$ cat src/verilog/stp_pkg.sv
// Function
// - Three timers share one prescaler, own selects
// - Select one ticks timer every system clock
// - Selects two to five use prescaler taps
// - Prescaler free running, untouched by selects
// - First prescaled tick within one to N
// - Pin sampled each cycle, then edge detected
// - Select seven rising, six falling pin edges
// - Pin edge reaches counter in 2.5-3.5 cycles
// - Pin edges are never divided by prescaler
// - Hold mode keeps written prescaler reset bits
// - Clearing hold mode clears both reset bits
// - Sync reset bit resets prescaler, self clears unless hold mode is set
// - No source selected means no ticks
// - Select zero stops the timer
package stp_pkg;
	localparam int                NUM_TIMERS = 3;
	localparam int                PSC_WIDTH  = 10;
	localparam int                NUM_TAPS   = 4;
	localparam int                SEL_WIDTH  = 3;

	// Byte offsets of the register words
	localparam logic [7:0]        OFS_SYNC_CTRL  = 8'h00;
	localparam logic [7:0]        OFS_TICK_SEL   = 8'h04;
	localparam logic [7:0]        OFS_STATUS     = 8'h08;

	// Sync control bit positions
	localparam int                BIT_HOLD_MODE  = 7;
	localparam int                BIT_ASYNC_RST  = 1;
	localparam int                BIT_SYNC_RST   = 0;
	localparam logic [7:0]        SYNC_CTRL_RESET = 8'h00;

	// Tick select field spacing and status field positions
	localparam int                SEL_FIELD_STEP = 4;
	localparam int                STAT_PIN_LSB   = 16;

	// Tick source select codes
	localparam logic [2:0]        SEL_NONE     = 3'h0;
	localparam logic [2:0]        SEL_SYSCLK   = 3'h1;
	localparam logic [2:0]        SEL_TAP_LO   = 3'h2;
	localparam logic [2:0]        SEL_TAP_HI   = 3'h5;
	localparam logic [2:0]        SEL_PIN_FALL = 3'h6;
	localparam logic [2:0]        SEL_PIN_RISE = 3'h7;

	// Tap k pulses when the low bits of the prescaler are all ones
	localparam logic [NUM_TAPS-1:0][PSC_WIDTH-1:0] TAP_MASK = {
		10'h3FF, 10'h0FF, 10'h03F, 10'h007
	};

	// AHB transfer and response codes
	localparam logic [1:0]        HTRANS_IDLE   = 2'h0;
	localparam logic [1:0]        HTRANS_NONSEQ = 2'h2;
	localparam logic              HRESP_OKAY    = 1'b0;
endpackage : stp_pkg

$ cat src/verilog/stp_prescaler_top.sv
// Chosen here: the address map and the AHB-Lite slave port.
`timescale 1ns/1ns
module stp_prescaler_top (
	input  wire logic                          mclk,
	input  wire logic                          resetn,
	input  wire logic                          hsel,
	input  wire logic [31:0]                   haddr,
	input  wire logic [1:0]                    htrans,
	input  wire logic                          hwrite,
	input  wire logic [2:0]                    hsize,
	input  wire logic [31:0]                   hwdata,
	input  wire logic                          hready,
	output logic      [31:0]                   hrdata,
	output logic                               hreadyout,
	output logic                               hresp,
	input  wire logic [stp_pkg::NUM_TIMERS-1:0] extCountPin,
	output logic      [stp_pkg::NUM_TIMERS-1:0] timerTick
);
	import stp_pkg::*;

	typedef logic [NUM_TIMERS-1:0][SEL_WIDTH-1:0] stp_sel_array_type;

	typedef struct packed {
		logic                   syncHoldMode;
		logic                   asyncPrescalerReset;
		logic                   syncPrescalerReset;
		stp_sel_array_type      tickSourceSelect;
		logic [PSC_WIDTH-1:0]   pscCount;
		logic [NUM_TIMERS-1:0]  tick;
		logic                   dataPhaseWrite;
		logic [7:0]             dataPhaseAddr;
		logic [31:0]            rdata;
		logic                   readyOut;
	} stp_state_type;

	stp_state_type         state_q;
	stp_state_type         state_d;
	logic [1:0]            rstSync_q;
	logic                  rstn;
	logic [NUM_TIMERS-1:0] riseEdge;
	logic [NUM_TIMERS-1:0] fallEdge;
	logic [NUM_TIMERS-1:0] pinLevel;
	logic [NUM_TAPS-1:0]   tapPulse;
	logic [NUM_TIMERS-1:0] nextTick;
	logic                  addrValid;
	logic                  wrSyncCtrl;
	logic                  wrTickSel;

	// Reset release through two flops
	always_ff @(posedge mclk or negedge resetn) begin
		if (!resetn) begin
			rstSync_q <= 2'h0;
		end else begin
			rstSync_q <= {rstSync_q[0], 1'b1};
		end
	end
	assign rstn = rstSync_q[1];

	stp_pin_edge #(
		.WIDTH (NUM_TIMERS)
	) u_pin_edge (
		.mclk        (mclk),
		.rstn        (rstn),
		.extCountPin (extCountPin),
		.riseEdge    (riseEdge),
		.fallEdge    (fallEdge),
		.pinLevel    (pinLevel)
	);

	genvar k;
	genvar t;
	generate
		// One shared prescaler feeds all taps
		for (k = 0; k < NUM_TAPS; k++) begin : g_tap
			assign tapPulse[k] =
				(state_q.pscCount & TAP_MASK[k]) == TAP_MASK[k];
		end
		// Each timer picks its own source
		for (t = 0; t < NUM_TIMERS; t++) begin : g_sel
			logic [SEL_WIDTH-1:0] sel;
			logic [SEL_WIDTH-1:0] tapIdx;
			assign sel    = state_q.tickSourceSelect[t];
			assign tapIdx = sel - SEL_TAP_LO;
			always_comb begin
				unique case (sel)
					SEL_NONE:     nextTick[t] = 1'b0;
					SEL_SYSCLK:   nextTick[t] = 1'b1;
					SEL_PIN_FALL: nextTick[t] = fallEdge[t];
					SEL_PIN_RISE: nextTick[t] = riseEdge[t];
					default:      nextTick[t] =
						tapPulse[tapIdx[1:0]] & ~state_q.syncPrescalerReset;
				endcase
			end
		end
	endgenerate

	assign addrValid  = hsel & hready & htrans[1];
	assign wrSyncCtrl = state_q.dataPhaseWrite &
		(state_q.dataPhaseAddr == OFS_SYNC_CTRL);
	assign wrTickSel  = state_q.dataPhaseWrite &
		(state_q.dataPhaseAddr == OFS_TICK_SEL);

	always_comb begin
		state_d                = state_q;
		state_d.readyOut       = 1'b1;
		state_d.tick           = nextTick;
		state_d.dataPhaseWrite = addrValid & hwrite;
		state_d.dataPhaseAddr  = haddr[7:0];

		// Register reads are answered in the data phase
		if (addrValid & ~hwrite) begin
			unique case (haddr[7:0])
				OFS_SYNC_CTRL: begin
					state_d.rdata = 32'h0;
					state_d.rdata[BIT_HOLD_MODE] = state_q.syncHoldMode;
					state_d.rdata[BIT_ASYNC_RST] = state_q.asyncPrescalerReset;
					state_d.rdata[BIT_SYNC_RST]  = state_q.syncPrescalerReset;
				end
				OFS_TICK_SEL: begin
					state_d.rdata = 32'h0;
					for (int i = 0; i < NUM_TIMERS; i++) begin
						state_d.rdata[i*SEL_FIELD_STEP +: SEL_WIDTH] =
							state_q.tickSourceSelect[i];
					end
				end
				OFS_STATUS: begin
					state_d.rdata = 32'h0;
					state_d.rdata[PSC_WIDTH-1:0] = state_q.pscCount;
					state_d.rdata[STAT_PIN_LSB +: NUM_TIMERS] = pinLevel;
				end
				default: state_d.rdata = 32'h0;
			endcase
		end

		// Reset bits drop on their own unless hold mode keeps them
		if (wrSyncCtrl) begin
			state_d.syncHoldMode        = hwdata[BIT_HOLD_MODE];
			state_d.asyncPrescalerReset = hwdata[BIT_ASYNC_RST];
			state_d.syncPrescalerReset  = hwdata[BIT_SYNC_RST];
		end else if (!state_q.syncHoldMode) begin
			state_d.asyncPrescalerReset = 1'b0;
			state_d.syncPrescalerReset  = 1'b0;
		end

		// Select writes never touch the prescaler; pin sources need
		// a stable pin at the moment of the change
		if (wrTickSel) begin
			for (int i = 0; i < NUM_TIMERS; i++) begin
				state_d.tickSourceSelect[i] =
					hwdata[i*SEL_FIELD_STEP +: SEL_WIDTH];
			end
		end

		if (state_q.syncPrescalerReset) begin
			state_d.pscCount = '0;
		end else begin
			state_d.pscCount = state_q.pscCount + 1'b1;
		end
	end

	always_ff @(posedge mclk or negedge rstn) begin
		if (!rstn) begin
			state_q                     <= '0;
			state_q.syncHoldMode        <= SYNC_CTRL_RESET[BIT_HOLD_MODE];
			state_q.asyncPrescalerReset <= SYNC_CTRL_RESET[BIT_ASYNC_RST];
			state_q.syncPrescalerReset  <= SYNC_CTRL_RESET[BIT_SYNC_RST];
		end else begin
			state_q <= state_d;
		end
	end

	assign hrdata    = state_q.rdata;
	assign hreadyout = state_q.readyOut;
	assign hresp     = HRESP_OKAY;
	assign timerTick = state_q.tick;

	logic [SEL_WIDTH-1:0] sel0;
	assign sel0 = state_q.tickSourceSelect[0];
	logic [SEL_WIDTH-1:0] sel1;
	logic [SEL_WIDTH-1:0] sel2;
	assign sel1 = state_q.tickSourceSelect[1];
	assign sel2 = state_q.tickSourceSelect[2];
endmodule : stp_prescaler_top

$ cat src/verilog/stp_pin_edge.sv
`timescale 1ns/1ns
module stp_pin_edge #(
	parameter int WIDTH = 3
) (
	input  wire logic             mclk,
	input  wire logic             rstn,
	input  wire logic [WIDTH-1:0] extCountPin,
	output logic      [WIDTH-1:0] riseEdge,
	output logic      [WIDTH-1:0] fallEdge,
	output logic      [WIDTH-1:0] pinLevel
);
	import stp_pkg::*;

	typedef struct packed {
		logic [WIDTH-1:0] syncLevel;
		logic [WIDTH-1:0] prevLevel;
	} stp_edge_state_type;

	stp_edge_state_type state_q;
	stp_edge_state_type state_d;
	logic [WIDTH-1:0]   latchStage_q;

	// Latch stage: closes on the falling edge, as a high-transparent latch
	always_ff @(negedge mclk or negedge rstn) begin
		if (!rstn) begin
			latchStage_q <= '0;
		end else begin
			latchStage_q <= extCountPin;
		end
	end

	always_comb begin
		state_d           = state_q;
		state_d.syncLevel = latchStage_q;
		state_d.prevLevel = state_q.syncLevel;
	end

	always_ff @(posedge mclk or negedge rstn) begin
		if (!rstn) begin
			state_q <= '0;
		end else begin
			state_q <= state_d;
		end
	end

	genvar i;
	generate
		for (i = 0; i < WIDTH; i++) begin : g_edge
			assign riseEdge[i] = state_q.syncLevel[i] & ~state_q.prevLevel[i];
			assign fallEdge[i] = ~state_q.syncLevel[i] & state_q.prevLevel[i];
			assign pinLevel[i] = state_q.syncLevel[i];
		end
	endgenerate
endmodule : stp_pin_edge

$ cat config.mk
export PLATFORM = sky130hd
export DESIGN_NAME = stp_prescaler_top
export DESIGN_NICKNAME = d
export VERILOG_FILES = /design/src/verilog/stp_pkg.sv /design/src/verilog/stp_prescaler_top.sv /design/src/verilog/stp_pin_edge.sv
export SDC_FILE = /design/constraint.sdc
export NUM_CORES = 1
export LEC_CHECK = 0
export ABC_AREA = 1
export CORE_ASPECT_RATIO = 0.6
export CORE_MARGIN = 2
export CORE_UTILIZATION = 40
export DETAILED_ROUTE_END_ITERATION = 6
export DONT_BUFFER_PORTS = 1
export GPL_ROUTABILITY_DRIVEN = 0
export PLACE_DENSITY = 0.61
export SYNTH_ARGS = -nofsm -noshare
export SYNTH_HDL_FRONTEND = slang
export SYNTH_SLANG_ARGS = --single-unit
export TNS_END_PERCENT = 5
$ cat constraint.sdc
create_clock -name mclk -period 3.9 [get_ports mclk]
set_input_delay 0.39 -clock mclk [delete_from_list [all_inputs] [get_ports mclk]]
set_output_delay 0.39 -clock mclk [all_outputs]
set_load 0.005 [all_outputs]
==> reports/summary.md <==
The number of storage elements in the synthesis netlist works out to 60. The mux share of post-synthesis cell area works out to 0. The x dimension of the die is 113 µm. The simple-gate area share of the yosys netlist came out at 0.276. In this run the vertical extent of the chip is 69.6 µm. The number of port buffers is 0. The type of the worst setup path was reg2reg.

The largest fanout on the critical path is 1. The synthesized design spends more area on one cell type than any other, namely dfrtp_1. Entering global routing, the biggest net connects 46 pins. At the pin with the least slew margin, the transition time is 0.553 ns. The total detailed-routing wirelength is 5810 µm, and the worst slew slack as a fraction of its limit is 0.632. The worst register-to-register path begins at u_pin_edge.latchStage_q[1]$_DFF_NN0_. Across the routed clock network, the largest skew measured is 0.0131 ns. The number of setup violations in the final report is 0, and the total grt overflow is 0. The commonest cells after synthesis are nand2_1, dfrtp_1, nand3_1. The die area was 7890 µm². The run gives 4 as the number of optimization iterations in the first detailed-route pass. The adder-cell area share of the yosys netlist is 0.00871, and the antenna diode count is 0. Across all hold checks on the routed design, the worst slack comes to 0.0933 ns. The tool flagged a number of max-cap violations equal to 0.

The fraction of final layout cells with drive strength greater than 1 was 0.0625. Detailed routing inserted a total of 1987 vias. Counting every sink on the clock net gives 60.

The clock transition at the registers of the reported paths came out at 0.05 ns. Sorting the synthesized cells by area gives the leading types as dfrtp_1, nand2_1, buf_4. For this run, the post-layout net count is 410. The logs give 9 for the total clock buffers created by CTS and 1834 for the number of global-route vias before repair. The first global-routing pass estimated 9600 µm of wire. The number of enable-type register cells in the synthesized netlist works out to 0. After clock tree synthesis, the setup repair step added 0 buffers. The root buffer cell chosen for the clock tree is clkbuf_16. Xor/xnor cell area share of the yosys netlist: 0. The top-area cell type share of the netlist area is 0.497, and the residual antenna-violating net count after detailed routing is 0.

Post-layout utilization of the core: 0.442. The commonest register cell after synthesis was dfrtp_1. Power consumption: 1.44 mW. The routed length per placed instance was 13.7 µm.

Counting distinct cell types in the post-synthesis netlist gives 23. The min-delay analysis places its worst path in the category in2reg. The clock reaches the later pin of the worst-skew pair after 0.33 ns. STA puts the critical path data arrival time at 2.66 ns. The run gives 0 as the initial antenna violation count. In this run, post-CTS repair resized a total of 0 instances. The DRC violations left came out at 0.

Setup repair after global routing left no endpoint under its margin. The share of async-settable or async-resettable flops after synthesis works out to 1.00. The most critical setup path has its startpoint at u_pin_edge.latchStage_q[1]$_DFF_NN0_. The cell area that synthesis handed to floorplanning was 2870 µm². The number of max-slew violations in the final report was 0. The starting utilization of the core area is 0.421. Launching element type of the critical path: a register. The tools report the non-filler instance count after layout as 423. The number of rows in the core area was 23; the synthesized-area fraction occupied by ao, oa, aoi and oai cells was 0.0423. The via-per-instance ratio is 4.70, and the core area is 6820 µm².

The analysis attributes to cell leakage a power of 1.50 nW. The wire-length estimate of the detail-placed layout is 4350 µm. The total routing resource utilization after global routing is 0.165, and the starting DRC count in detailed routing is 187. The run gives 0.523 as the share of synthesized area occupied by flip-flops and latches. The flow ran to the end, and the final reports show no timing, DRC or antenna violations.

IR analysis of the VDD net gives a maximum drop of 0.000219 V. The power per cell area came out at 476 nW/µm². Most numerous cell in the Yosys netlist: nand2_1. The worst setup path is captured at a register. For the final count of hold timing violations, the log shows 0. From synthesis to final layout, the design area changed by 4.97%. The cell count after placement is 406, and the number of top-level design ports is 114. The hold-fix buffer count after cts was 1. STA puts the critical path data required time at 4.16 ns. By area, the combinational part of the netlist is dominated by simple AND/OR/NAND/NOR gates. For the number of warnings reported in the yosys synthesis log, the log shows 0. The cell count after synthesis came out at 341. The H-tree was split into 3 levels. The buffer depth of the longest clock path came out at 2. The worst hold path begins at haddr[6]. TritonCTS built the clock tree.

The mean cell area of the mapped netlist works out to 8.42 µm². Adding up every negative setup slack in the final design gives 0 ns.
[stage by stage]
stage	worst slack [ns]	area, µm²
after floorplan	0.261	2940
after global placement	1.42	2740
after detailed placement	1.42	2740
after CTS	1.50	3010
after global routing	1.50	3010
final	1.50	3010
[layer usage]
metal | GRT usage | vias up | part of all wire
met2 | 0.198 | 83 | 0.39
met1 | 0.244 | 902 | 0.50
li1 | - | 1000 | -
met4 | 0.0447 | 0 | 0.0040
met3 | 0.0988 | 2 | 0.10
met5 | 0 | - | 0
[placed cells by master (no fill, tap or decap), types with 3 or more instances in the layout]
master     netlist  layout
nand4_1          3       3
nand2_1        101     101
conb_1           2      21
nor2_2           3       3
dfrtn_1          3       3
nor2_1          26      26
nor3_1           4       4
o21ai_0         14      14
clkbuf_1         0       6
nand3_1         41      41
inv_1           27      27
clkbuf_16        0       9
dfrtp_1         57      56
a21oi_1          8       8
[power breakdown]
part	total [mW]	leakage, nW	switching (mW)	internal [mW]
Sequential	0.677	0.727	0.0276	0.650
Clock	0.691	0.125	0.244	0.447
Combinational	0.0676	0.652	0.0486	0.0190
[state kept, by name, summed over array words and instances, names as in the netlist]
signal	cells
hreadyout	1
u_pin_edge.latchStage_q	3
g_sel.sel	9
hrdata	14
rstSync_q	2
state_q	22
u_pin_edge.state_q	3
timerTick	3
u_pin_edge.pinLevel	3
[worst paths after layout]
kind | to | slack, ns | cells after the start
setup / recovery | u_pin_edge.pinLevel[1]$_DFF_PN0_ | 1.50 | 0
max in group asynchronous | u_pin_edge.latchStage_q[2]$_DFF_NN0_ | 1.61 | 0
hold / removal | state_q[39]$_DFF_PN0_ | 0.09 | 0
min in group asynchronous | hrdata[3]$_DFFE_PN0P_ | 0.17 | 0
hold reg to reg | hrdata[3]$_DFFE_PN0P_ | 0.17 | 0
setup reg to reg | u_pin_edge.pinLevel[1]$_DFF_PN0_ | 1.50 | 0
[area by class of cell]
type | count | area, µm²
inverter | 28 | 105
tap | 87 | 109
fill | 692 | 3810
timing repair buffer | 2 | 17.5
clock buffer | 16 | 262
multi-input combinational | 230 | 1020
sequential | 60 | 1500
[cells by family after synthesis]
kind of cell | count (synthesis)
other | 2
AND/OR/NAND/NOR | 183
adder cells (fa/ha/maj) | 2
flip-flops | 60
buffers and inverters | 70
AO/OA/AOI/OAI | 24
No activity file was read; power rests on OpenSTA's default activity.
